$ cat config.mk
export PLATFORM = sky130hd
export DESIGN_NAME = oms_operation_mode_selector
export DESIGN_NICKNAME = d
export VERILOG_FILES = /design/src/include/oms_pkg.sv /design/src/logic/oms_operation_mode_selector.sv
export SDC_FILE = /design/constraint.sdc
export NUM_CORES = 1
export LEC_CHECK = 0
export BUFFER_PORTS_ARGS = -buffer_cell sky130_fd_sc_hd__buf_2
export CORE_ASPECT_RATIO = 0.8
export CORE_UTILIZATION = 40
export CTS_CLUSTER_DIAMETER = 40
export DETAILED_ROUTE_END_ITERATION = 12
export PLACE_DENSITY = 0.66
export SYNTH_ARGS = -nofsm -noshare
export SYNTH_HDL_FRONTEND = slang
export SYNTH_SLANG_ARGS = --single-unit
$ cat constraint.sdc
create_clock -name clk -period 2.25 [get_ports clk]
set_input_delay 0.45 -clock clk [delete_from_list [all_inputs] [get_ports clk]]
set_output_delay 0.45 -clock clk [all_outputs]
set_load 0.02 [all_outputs]
$ cat src/include/oms_pkg.sv
// Package holding constants and types for the operation mode selector.
package oms_pkg;

	// Operating modes presented to the rest of the drive.
	typedef enum logic [1:0] {
		OMS_MODE_EXT,
		OMS_MODE_PANEL,
		OMS_MODE_NET,
		OMS_MODE_COMBINED
	} oms_mode_t;

	// APB register byte offsets.
	localparam logic [11:0] OMS_ADDR_CONFIG = 12'h000;
	localparam logic [11:0] OMS_ADDR_STATUS = 12'h004;

	// Field positions in the configuration register.
	localparam int OMS_SEL_LSB   = 0;
	localparam int OMS_START_LSB = 8;
	localparam int OMS_SRC_LSB   = 16;
	localparam int OMS_RPEN_LSB  = 17;
	localparam int OMS_REEN_LSB  = 18;
	localparam int OMS_PEEN_LSB  = 19;

	// Values after reset.
	localparam logic [3:0] OMS_SEL_RESET   = 4'h0;
	localparam logic [3:0] OMS_START_RESET = 4'h0;
	localparam logic       OMS_SRC_RESET   = 1'b1;

	// Startup parameter encodings.
	localparam logic [3:0] OMS_START_SEL   = 4'h0;
	localparam logic [3:0] OMS_START_NET   = 4'h1;
	localparam logic [3:0] OMS_START_PANEL = 4'hA;

	// Mode selection encodings.
	localparam logic [3:0] OMS_SEL_0 = 4'h0;
	localparam logic [3:0] OMS_SEL_1 = 4'h1;
	localparam logic [3:0] OMS_SEL_2 = 4'h2;
	localparam logic [3:0] OMS_SEL_3 = 4'h3;
	localparam logic [3:0] OMS_SEL_4 = 4'h4;
	localparam logic [3:0] OMS_SEL_6 = 4'h6;
	localparam logic [3:0] OMS_SEL_7 = 4'h7;

	// Command source parameter value meaning the option card.
	localparam logic OMS_SRC_OPTION = 1'b0;

endpackage : oms_pkg

$ cat src/logic/oms_operation_mode_selector.sv
// Operation mode selector with APB configuration and terminal switching inputs.
module oms_operation_mode_selector (
	// Clock and reset
	input  wire logic               clk,
	input  wire logic               rst,
	// APB slave
	input  wire logic               psel,
	input  wire logic               penable,
	input  wire logic               pwrite,
	input  wire logic [11:0]        paddr,
	input  wire logic [31:0]        pwdata,
	output logic                    pready,
	output logic                    pslverr,
	output logic [31:0]             prdata,
	// Terminal and panel inputs, asynchronous
	input  wire logic               remotePanelSwitch,
	input  wire logic               remoteExternalSwitch,
	input  wire logic               panelExternalSwitch,
	input  wire logic               interlockSignal,
	input  wire logic               motorStopped,
	input  wire logic               startCommand,
	input  wire logic               panelKeyToggle,
	input  wire logic               optionFitted,
	// Mode outputs
	output oms_pkg::oms_mode_t      opMode,
	output logic                    outputStop
);
	import oms_pkg::*;

	logic [3:0] modeSelect;
	logic [3:0] startupMode;
	logic       cmdSource;
	logic       rpAssigned;
	logic       reAssigned;
	logic       peAssigned;
	logic [7:0] syncA;
	logic [7:0] syncB;
	logic       keyLast;
	logic       keyNet;
	logic       initDone;
	oms_mode_t  next_mode;

	// Two-stage synchronisers; only the second stage is read by logic.
	always_ff @(posedge clk) begin
		if (rst) begin
			syncA <= 8'h00;
			syncB <= 8'h00;
		end else begin
			syncA <= {optionFitted, panelKeyToggle, startCommand, motorStopped,
				interlockSignal, panelExternalSwitch, remoteExternalSwitch, remotePanelSwitch};
			syncB <= syncA;
		end
	end

	logic sRp, sRe, sPe, sIl, sStop, sStart, sKey, sOpt;
	assign {sOpt, sKey, sStart, sStop, sIl, sPe, sRe, sRp} = syncB;

	// Stopped means the motor is at rest or the start command is off.
	logic idle;
	assign idle = sStop || !sStart;

	function automatic logic legalSel(input logic [3:0] v);
		legalSel = (v <= OMS_SEL_4) || (v == OMS_SEL_6) || (v == OMS_SEL_7);
	endfunction : legalSel

	function automatic logic legalStart(input logic [3:0] v);
		legalStart = (v == OMS_START_SEL) || (v == OMS_START_NET) || (v == OMS_START_PANEL);
	endfunction : legalStart

	// Network requests fall back to panel when the option source is missing.
	function automatic oms_mode_t netOrPanel(input logic src, input logic opt);
		netOrPanel = (src == OMS_SRC_OPTION && !opt) ? OMS_MODE_PANEL : OMS_MODE_NET;
	endfunction : netOrPanel

	// APB access; single-cycle answer, unmapped addresses error.
	logic apbWrite, apbRead, cfgHit, staHit, cfgOk;
	assign apbWrite = psel && penable && pwrite;
	assign apbRead  = psel && penable && !pwrite;
	assign cfgHit   = (paddr == OMS_ADDR_CONFIG);
	assign staHit   = (paddr == OMS_ADDR_STATUS);
	assign cfgOk    = legalSel(pwdata[OMS_SEL_LSB +: 4]) && legalStart(pwdata[OMS_START_LSB +: 4]) && idle;

	always_ff @(posedge clk) begin
		if (rst) begin
			modeSelect  <= OMS_SEL_RESET;
			startupMode <= OMS_START_RESET;
			cmdSource   <= OMS_SRC_RESET;
			rpAssigned  <= 1'b0;
			reAssigned  <= 1'b0;
			peAssigned  <= 1'b0;
		end else if (apbWrite && cfgHit && cfgOk) begin
			modeSelect  <= pwdata[OMS_SEL_LSB +: 4];
			startupMode <= pwdata[OMS_START_LSB +: 4];
			cmdSource   <= pwdata[OMS_SRC_LSB];
			rpAssigned  <= pwdata[OMS_RPEN_LSB];
			reAssigned  <= pwdata[OMS_REEN_LSB];
			peAssigned  <= pwdata[OMS_PEEN_LSB];
		end
	end

	always_ff @(posedge clk) begin
		if (rst) begin
			pready  <= 1'b0;
			pslverr <= 1'b0;
			prdata  <= 32'h00000000;
		end else begin
			pready  <= psel && !penable;
			pslverr <= psel && !penable && !(paddr == OMS_ADDR_CONFIG && (!pwrite || cfgOk)) &&
				!(paddr == OMS_ADDR_STATUS && !pwrite);
			prdata  <= 32'h00000000;
			if (psel && !penable && !pwrite && paddr == OMS_ADDR_CONFIG) begin
				prdata[OMS_SEL_LSB +: 4]   <= modeSelect;
				prdata[OMS_START_LSB +: 4] <= startupMode;
				prdata[OMS_SRC_LSB]        <= cmdSource;
				prdata[OMS_RPEN_LSB]       <= rpAssigned;
				prdata[OMS_REEN_LSB]       <= reAssigned;
				prdata[OMS_PEEN_LSB]       <= peAssigned;
			end else if (psel && !penable && !pwrite && paddr == OMS_ADDR_STATUS) begin
				prdata <= {24'h000000, sRp, sRe, sPe, sIl, outputStop, idle, opMode};
			end
		end
	end

	// The error answer is decided in the setup cycle, so it must agree with the write gate one edge later.
	AST_RUN_REFUSED: assert property (@(posedge clk) disable iff (rst)
		psel && !penable && pwrite && cfgHit && !idle |=> pslverr)
		else $error("Write while running was not refused.");
	AST_SEL_REFUSED: assert property (@(posedge clk) disable iff (rst)
		psel && !penable && pwrite && cfgHit && !legalSel(pwdata[OMS_SEL_LSB +: 4]) |=> pslverr)
		else $error("Illegal selection was not refused.");
	AST_START_REFUSED: assert property (@(posedge clk) disable iff (rst)
		psel && !penable && pwrite && cfgHit && !legalStart(pwdata[OMS_START_LSB +: 4]) |=> pslverr)
		else $error("Illegal startup value was not refused.");
	AST_BAD_KEEPS: assert property (@(posedge clk) disable iff (rst)
		apbWrite && !cfgOk |=> $stable(modeSelect) && $stable(startupMode))
		else $error("Refused write changed a parameter.");
	AST_STOP_WRITE: assert property (@(posedge clk) disable iff (rst)
		psel && !penable && pwrite && cfgHit && idle && legalSel(pwdata[OMS_SEL_LSB +: 4]) &&
		legalStart(pwdata[OMS_START_LSB +: 4]) |=> !pslverr)
		else $error("Legal write while stopped was refused.");

	// Panel key toggle between panel and network under startup 10.
	always_ff @(posedge clk) begin
		if (rst) begin
			keyLast <= 1'b0;
			keyNet  <= 1'b1;
		end else begin
			keyLast <= sKey;
			if (sKey && !keyLast && startupMode == OMS_START_PANEL) begin
				keyNet <= !keyNet;
			end
		end
	end

	// The toggle moves only on a fresh key press under startup 10.
	AST_KEY_FLIP: assert property (@(posedge clk) disable iff (rst)
		startupMode == OMS_START_PANEL && sKey && !keyLast |=> keyNet != $past(keyNet))
		else $error("Panel key did not toggle the mode.");
	AST_KEY_STILL: assert property (@(posedge clk) disable iff (rst)
		!(sKey && !keyLast) |=> $stable(keyNet))
		else $error("Panel toggle moved without a key press.");

	// Target mode; the evaluation order follows the source priority.
	oms_mode_t target;
	logic      interlocked;
	always_comb begin
		target      = OMS_MODE_EXT;
		interlocked = 1'b0;
		case (modeSelect)
			OMS_SEL_1: target = OMS_MODE_PANEL;
			OMS_SEL_3, OMS_SEL_4: target = OMS_MODE_COMBINED;
			OMS_SEL_2: begin
				if (startupMode == OMS_START_PANEL) begin
					target = netOrPanel(cmdSource, sOpt);
				end else if (reAssigned && sRe) begin
					target = netOrPanel(cmdSource, sOpt);
				end else begin
					target = OMS_MODE_EXT;
				end
			end
			OMS_SEL_7: begin
				if (!sIl) begin
					target = OMS_MODE_EXT;
				end else if (startupMode == OMS_START_PANEL) begin
					target = (peAssigned && sPe) ? OMS_MODE_EXT : OMS_MODE_PANEL;
					interlocked = 1'b1;
				end else if (reAssigned && sRe) begin
					target = netOrPanel(cmdSource, sOpt);
				end else begin
					target = (peAssigned && !sPe) ? OMS_MODE_PANEL : OMS_MODE_EXT;
					interlocked = 1'b1;
				end
			end
			OMS_SEL_0, OMS_SEL_6: begin
				if (startupMode == OMS_START_PANEL) begin
					if (reAssigned && sRe) begin
						target = netOrPanel(cmdSource, sOpt);
					end else if (rpAssigned) begin
						target = sRp ? OMS_MODE_PANEL : netOrPanel(cmdSource, sOpt);
					end else begin
						target = keyNet ? netOrPanel(cmdSource, sOpt) : OMS_MODE_PANEL;
					end
					if (target == OMS_MODE_NET && peAssigned && !sPe) begin
						target = OMS_MODE_PANEL;
					end
				end else if (reAssigned && sRe) begin
					target = netOrPanel(cmdSource, sOpt);
				end else if (rpAssigned) begin
					target = sRp ? OMS_MODE_PANEL : netOrPanel(cmdSource, sOpt);
				end else if (peAssigned) begin
					target = sPe ? OMS_MODE_EXT : OMS_MODE_PANEL;
				end else begin
					// An assigned remote/external terminal that reads low asks for external, even under startup 1.
					target = (startupMode == OMS_START_NET && !reAssigned) ? netOrPanel(cmdSource, sOpt) :
						OMS_MODE_EXT;
				end
			end
			default: target = OMS_MODE_EXT;
		endcase
	end

	// Links of the priority chain, except the panel key and fallback picks, are checked on the combinational target, because a
	// wrong pick would otherwise hide behind the hold that applies while running.
	logic noOption;
	logic start10;
	logic sel06;
	logic reHigh;
	assign noOption = (cmdSource == OMS_SRC_OPTION) && !sOpt;
	assign start10  = (startupMode == OMS_START_PANEL);
	assign sel06    = (modeSelect == OMS_SEL_0) || (modeSelect == OMS_SEL_6);
	assign reHigh   = reAssigned && sRe;

	AST_T_SEL1: assert property (@(posedge clk) disable iff (rst)
		modeSelect == OMS_SEL_1 |-> target == OMS_MODE_PANEL)
		else $error("Selection 1 target is not panel.");
	AST_T_COMB: assert property (@(posedge clk) disable iff (rst)
		modeSelect == OMS_SEL_3 || modeSelect == OMS_SEL_4 |-> target == OMS_MODE_COMBINED)
		else $error("Selection 3 or 4 target is not combined.");
	AST_T_NET10: assert property (@(posedge clk) disable iff (rst)
		start10 && modeSelect == OMS_SEL_2 && !noOption |-> target == OMS_MODE_NET)
		else $error("Startup 10 selection 2 target is not network.");
	AST_T_IL_LOW: assert property (@(posedge clk) disable iff (rst)
		modeSelect == OMS_SEL_7 && !sIl |-> target == OMS_MODE_EXT)
		else $error("Interlock low target is not external.");
	AST_T_NO_NET7: assert property (@(posedge clk) disable iff (rst)
		start10 && modeSelect == OMS_SEL_7 |-> target != OMS_MODE_NET)
		else $error("Startup 10 selection 7 target is network.");
	AST_T_PE7: assert property (@(posedge clk) disable iff (rst)
		start10 && modeSelect == OMS_SEL_7 && sIl && peAssigned && sPe |-> target == OMS_MODE_EXT)
		else $error("Panel/external high target is not external.");
	AST_T_NOOPT: assert property (@(posedge clk) disable iff (rst)
		noOption |-> target != OMS_MODE_NET)
		else $error("Network chosen without a command source.");
	AST_T_PE_LOW10: assert property (@(posedge clk) disable iff (rst)
		start10 && sel06 && peAssigned && !sPe |-> target != OMS_MODE_NET)
		else $error("Startup 10 network chosen with panel/external low.");
	AST_T_RP10: assert property (@(posedge clk) disable iff (rst)
		start10 && sel06 && rpAssigned && sRp && !reHigh |-> target == OMS_MODE_PANEL)
		else $error("Remote/panel high target is not panel.");
	AST_T_RE10: assert property (@(posedge clk) disable iff (rst)
		start10 && sel06 && reHigh && !noOption && !(peAssigned && !sPe) |-> target == OMS_MODE_NET)
		else $error("Remote/external high did not override under startup 10.");
	AST_T_RE01: assert property (@(posedge clk) disable iff (rst)
		!start10 && (sel06 || modeSelect == OMS_SEL_2) && reHigh && !noOption |-> target == OMS_MODE_NET)
		else $error("Remote/external high target is not network.");
	AST_T_RE_LOW: assert property (@(posedge clk) disable iff (rst)
		!start10 && sel06 && reAssigned && !sRe && !rpAssigned && !peAssigned |-> target == OMS_MODE_EXT)
		else $error("Remote/external low target is not external.");
	AST_T_RE7: assert property (@(posedge clk) disable iff (rst)
		!start10 && modeSelect == OMS_SEL_7 && sIl && reHigh && !noOption |-> target == OMS_MODE_NET)
		else $error("Interlocked remote/external high target is not network.");
	AST_T_RP01: assert property (@(posedge clk) disable iff (rst)
		!start10 && sel06 && !reHigh && rpAssigned && sRp |-> target == OMS_MODE_PANEL)
		else $error("Remote/panel did not decide with remote/external low.");
	AST_T_PE01: assert property (@(posedge clk) disable iff (rst)
		!start10 && sel06 && !reHigh && !rpAssigned && peAssigned && !sPe |-> target == OMS_MODE_PANEL)
		else $error("Panel/external low target is not panel.");

	// Fixed and forced modes take effect at once; switched modes wait for idle
	// unless selection 6 is active.
	logic forced;
	assign forced = (modeSelect == OMS_SEL_1) || (modeSelect == OMS_SEL_3) ||
		(modeSelect == OMS_SEL_4) || (modeSelect == OMS_SEL_7 && !sIl);

	always_comb begin
		next_mode = opMode;
		if (forced || modeSelect == OMS_SEL_6 || idle) begin
			next_mode = target;
		end
	end

	// Startup mode is applied once, on the first edge after reset, while the synchronisers still read all zeros.
	always_ff @(posedge clk) begin
		if (rst) begin
			opMode     <= OMS_MODE_EXT;
			outputStop <= 1'b0;
			initDone   <= 1'b0;
		end else if (!initDone) begin
			initDone <= 1'b1;
			if (startupMode != OMS_START_SEL && modeSelect != OMS_SEL_1 &&
				modeSelect != OMS_SEL_3 && modeSelect != OMS_SEL_4 && modeSelect != OMS_SEL_7) begin
				opMode <= OMS_MODE_NET;
			end else begin
				opMode <= target;
			end
		end else begin
			opMode     <= next_mode;
			outputStop <= interlocked && next_mode == OMS_MODE_EXT && modeSelect == OMS_SEL_7;
		end
	end

	AST_HOLD_RUN: assert property (@(posedge clk) disable iff (rst)
		initDone && !idle && !forced && modeSelect != OMS_SEL_6 |=> $stable(opMode))
		else $error("Mode changed while running.");
	AST_SEL1: assert property (@(posedge clk) disable iff (rst)
		initDone && modeSelect == OMS_SEL_1 |=> opMode == OMS_MODE_PANEL)
		else $error("Selection 1 not panel.");
	AST_COMB: assert property (@(posedge clk) disable iff (rst)
		initDone && (modeSelect == OMS_SEL_3 || modeSelect == OMS_SEL_4) |=> opMode == OMS_MODE_COMBINED)
		else $error("Combined mode not held.");
	AST_FORCE_EXT: assert property (@(posedge clk) disable iff (rst)
		initDone && modeSelect == OMS_SEL_7 && !sIl |=> opMode == OMS_MODE_EXT)
		else $error("Interlock low did not force external.");
	AST_NO_EXT10: assert property (@(posedge clk) disable iff (rst)
		startupMode == OMS_START_PANEL && (modeSelect == OMS_SEL_0 || modeSelect == OMS_SEL_6) |-> target != OMS_MODE_EXT)
		else $error("Startup 10 chose external.");
	AST_NO_PANEL2: assert property (@(posedge clk) disable iff (rst)
		startupMode != OMS_START_PANEL && modeSelect == OMS_SEL_2 && !(cmdSource == OMS_SRC_OPTION && !sOpt) |->
		target != OMS_MODE_PANEL)
		else $error("Selection 2 chose panel.");
	AST_LEGAL: assert property (@(posedge clk) disable iff (rst)
		legalSel(modeSelect) && legalStart(startupMode))
		else $error("Illegal parameter stored.");
	AST_RUN_WRITE: assert property (@(posedge clk) disable iff (rst)
		apbWrite && !idle |=> $stable(modeSelect) && $stable(startupMode))
		else $error("Parameter written while running.");

	// The mode register follows the target whenever a change is allowed.
	AST_APPLY_IDLE: assert property (@(posedge clk) disable iff (rst)
		initDone && idle |=> opMode == $past(target))
		else $error("Stopped drive did not take the target mode.");
	AST_APPLY_RUN6: assert property (@(posedge clk) disable iff (rst)
		initDone && modeSelect == OMS_SEL_6 |=> opMode == $past(target))
		else $error("Selection 6 did not switch while running.");
	AST_INIT_SEL: assert property (@(posedge clk) disable iff (rst)
		!initDone && startupMode == OMS_START_SEL |=> opMode == $past(target))
		else $error("Startup mode did not follow the selection.");
	AST_INIT_ONCE: assert property (@(posedge clk) disable iff (rst)
		initDone |=> initDone)
		else $error("Startup mode applied twice.");
	AST_STOP_EXT: assert property (@(posedge clk) disable iff (rst)
		outputStop |-> opMode == OMS_MODE_EXT)
		else $error("Output stop outside external mode.");
	AST_STOP_IL: assert property (@(posedge clk) disable iff (rst)
		initDone && !sIl |=> !outputStop)
		else $error("Output stop with interlock low.");

endmodule : oms_operation_mode_selector

==> summary.md <==
| Metric | Value |
|---|---|
| Die Height | roughly 68 µm |
| Clock skew after layout | ~0.0045 ns |
| Data required, critical path | 2.44 ns |
| Distinct cells, synth | 44 |
| Sequential fraction of design power | 56.0% |
| Leak pwr | between 1 and 1.5 nW |
| Result of the run | complete, but fails checks |
| Effective utilization at floorplan | roughly 42% |
| Largest net degree at the start of global routing | 32 |
| Part of the total power dissipated in combinational logic | under 10% |
| Violated checks | DRC |
| Sequential element share of the synthesized area | around 48% |
| Detailed Routing Iterations Pass 1 | 10 |
| Cell with the most instances after synthesis | sky130_fd_sc_hd__dfxtp_1 |
| Number of antenna repair diodes | 0 |
| TritonCTS Sinks | 52 |
| Share of cells above drive strength 1 | around 26% |
| Layout fillers | 504 |
| Cell Pwr Density | roughly 660 mW/mm² |
| Antenna violations before repair | 0 |
| Maximum operating frequency | about 530 MHz |
| Final routed wire length divided by cell count | 11.4 µm |
| H-tree lvl count | 2 |
| GRT Resource Usage Total | between 10% and 20% |
| Count of flip-flops with a built-in enable after synthesis | 0 |
| Setup Buffers After CTS | 0 |
| Core ar. | 0.00509 mm² |
| Area of the die | approximately 0.0057 mm² |
| Post-synthesis instance area | about 0.0022 mm² |
| Initial DRC Count | between 70 and 80 |
| Vias per cell | between 4 and 5 |
| Clock transition at the register clock pins on the worst setup and hold paths after CTS | ~0.090 ns |
| Vias after detailed routing | 1,655 |
| Yosys reg bits | 52 |
| Site row count | 23 |
| Crit path time final | 1.87 ns |
| Setup crit end kind | flop |
| Pins Over Slew Limit | 0 |
| NetSw | ~370 µW |
| Post-synth top area share | ~48% |
| Post-Route Setup TNS | 0 ns |
| Clock root buffer | sky130_fd_sc_hd__clkbuf_8 |
| Setup slack after layout | 0.377 ns |
| Die span in x | approximately 84 µm |
| Arr. time, crit path | roughly 2 ns |
| Crit path launch type | flop |
| Average footprint of a synthesized cell | slightly above 9 µm² |
| Final HPWL from detailed placement | around 3 mm |
| Synth area leader | sky130_fd_sc_hd__dfxtp_1 |
| RePlAce Congestion | around 0.78 |
| TritonCTS buffer count | 5 |
| Synth warn | 0 |
| Clock network fraction of total power | a little under two fifths |
| Wire length of the first global-routing pass | 6.07 mm |
| Routed WL | around 4 mm |
| GRT overflow | 0 |
| Internal power of the cells | between 1 and 1.5 mW |
| Most common flop cell mapped by yosys | sky130_fd_sc_hd__dfxtp_1 |
| Resized Gates After CTS | 0 |
| Final count of negative-setup-slack endpoints | 0 |
| Clk Latency, worst-skew pair | 0.30 ns |
| Portion of the clock cycle consumed by the worst path in the final layout | a little over four fifths |
| Number of buffers inserted by hold repair at cts | 0 |
| Proportion of register bits with asynchronous set or reset after synthesis | 0% |
| Total Nets Final | 345 |
| Drc violations | 10 |
| Top cells by area in the synthesized netlist | sky130_fd_sc_hd__dfxtp_1 (48%), sky130_fd_sc_hd__nor2b_1 (6.1%), sky130_fd_sc_hd__mux2i_1 (6.0%) |
| Synth-to-layout area growth | 18.0% |
| Worst vdd ir | 389 µV |
| Class of the tightest hold or removal check | input pin to flop |
| Setup slack after placement | 0.206 ns |
| Vias in the first global route | around 1,300 |
| Hold Fails Final Rpt | 0 |
| Classification of the worst setup path | flop to flop |
| Maximum Capacitance Violations | 0 |
| Setup repair after global routing missed its margin | no |
| Ports placed on the boundary | 94 |
| Number of buffers on the longest clock path | 2 |
| Post-Synthesis Cells | 232 |
| List of most frequent post-synthesis cells | sky130_fd_sc_hd__dfxtp_1 (52), sky130_fd_sc_hd__nor2_1 (23), sky130_fd_sc_hd__nor2b_1 (21) |
| Worst Path Max Fanout | 9 |
| Remaining antenna violation count | 0 |
| TritonCTS clock tree | yes |
| Switching fraction of total power | 22.0% |
| Number of port buffers | between 50 and 60 |
cell families after synthesis:
group	count (synthesis)	share of synthesized area [%]
other	1	0.173
and+or+nand+nor	103	26.9
buffers and inverters	34	9.25
DFF	52	48.1
xor gates and xnor gates	3	1.21
AOI/OAI and AO/OA	26	8.33
muxes	13	6.01
registers in the layout, indices dropped and copies added, names as in the netlist:
register	count
prdata	16
syncA	8
syncB	8
modeSelect	4
startupMode	4
opMode	2
cmdSource	1
initDone	1
keyLast	1
keyNet	1
outputStop	1
peAssigned	1
pready	1
pslverr	1
reAssigned	1
rpAssigned	1
critical path, stage by stage (launching register included):
cell	delay [ns]
sky130_fd_sc_hd__dfxtp_1	0.49
sky130_fd_sc_hd__nor4b_1	0.37
sky130_fd_sc_hd__o21ai_0	0.17
sky130_fd_sc_hd__a32oi_1	0.35
sky130_fd_sc_hd__nor4_1	0.09
sky130_fd_sc_hd__a221oi_1	0.24
sky130_fd_sc_hd__nor2_1	0.06
worst paths after layout:
kind,start,to,slack [ns],cells after the start
max,modeSelect[1]$_SDFFE_PP0P_,outputStop$_SDFFE_PP0P_,0.38,6
min,panelExternalSwitch,syncA[2]$_SDFF_PP0_,0.35,2
max reg2reg,modeSelect[1]$_SDFFE_PP0P_,outputStop$_SDFFE_PP0P_,0.38,6
min reg2reg,syncA[5]$_SDFF_PP0_,syncB[5]$_SDFF_PP0_,0.44,1
final cells by class:
type	instances	area (µm²)	share of cell area [%]
inverters	7	26.3	1.03
clock inverters	3	46.3	1.81
flip-flops and latches	52	1040	40.8
repair buffers	61	315	12.3
clock buffers	5	68.8	2.69
well taps	62	77.6	3.04
multi-input cells	161	978	38.3
cells in the final DEF (no fill, tap or decap), drive strengths merged, types with 6 or more instances in the layout:
cell	synthesis	routed
conb	1	16
nor4	6	6
nor2	23	23
dfxtp	52	52
nor2b	21	21
mux2i	13	13
buf	19	61
and2	13	13
inv	7	8
nor3	7	7
nand2	9	9
layer usage:
| layer | up-vias | wire length (µm) | global-route usage (%) |
|---|---|---|---|
| met5 | - | 0 | 0 |
| met2 | 41 | 1820 | 21.6 |
| met3 | 2 | 219 | 3.91 |
| li1 | 865 | - | - |
| met4 | 0 | 7 | 3.88 |
| met1 | 747 | 1950 | 18.9 |
power by group through the flow:
stage | sequential, mW | combinational (mW) | clock (mW)
CTS | 0.943 | 0.103 | 0.657
floorplan | 0.966 | 0.0792 | 0
global placement | 0.965 | 0.102 | 0
global route | 0.946 | 0.115 | 0.696
finish | 0.943 | 0.103 | 0.638
detailed placement | 0.965 | 0.103 | 0
per-stage QoR:
stage | instances | util [%] | power [mW] | area (µm²) | hold slack (ns)
finish | 351 | 50.1 | 1.68 | 2550 | 0.350
global route | 351 | 50.1 | 1.76 | 2550 | 0.346
CTS | 351 | 50.1 | 1.70 | 2550 | 0.340
detailed placement | 343 | 47.9 | 1.07 | 2440 | 0.426
global placement | 343 | 47.9 | 1.07 | 2440 | 0.417
floorplan | 247 | - | 1.05 | 2220 | 0.414
Note: power is estimated with default switching activity, not from simulation.
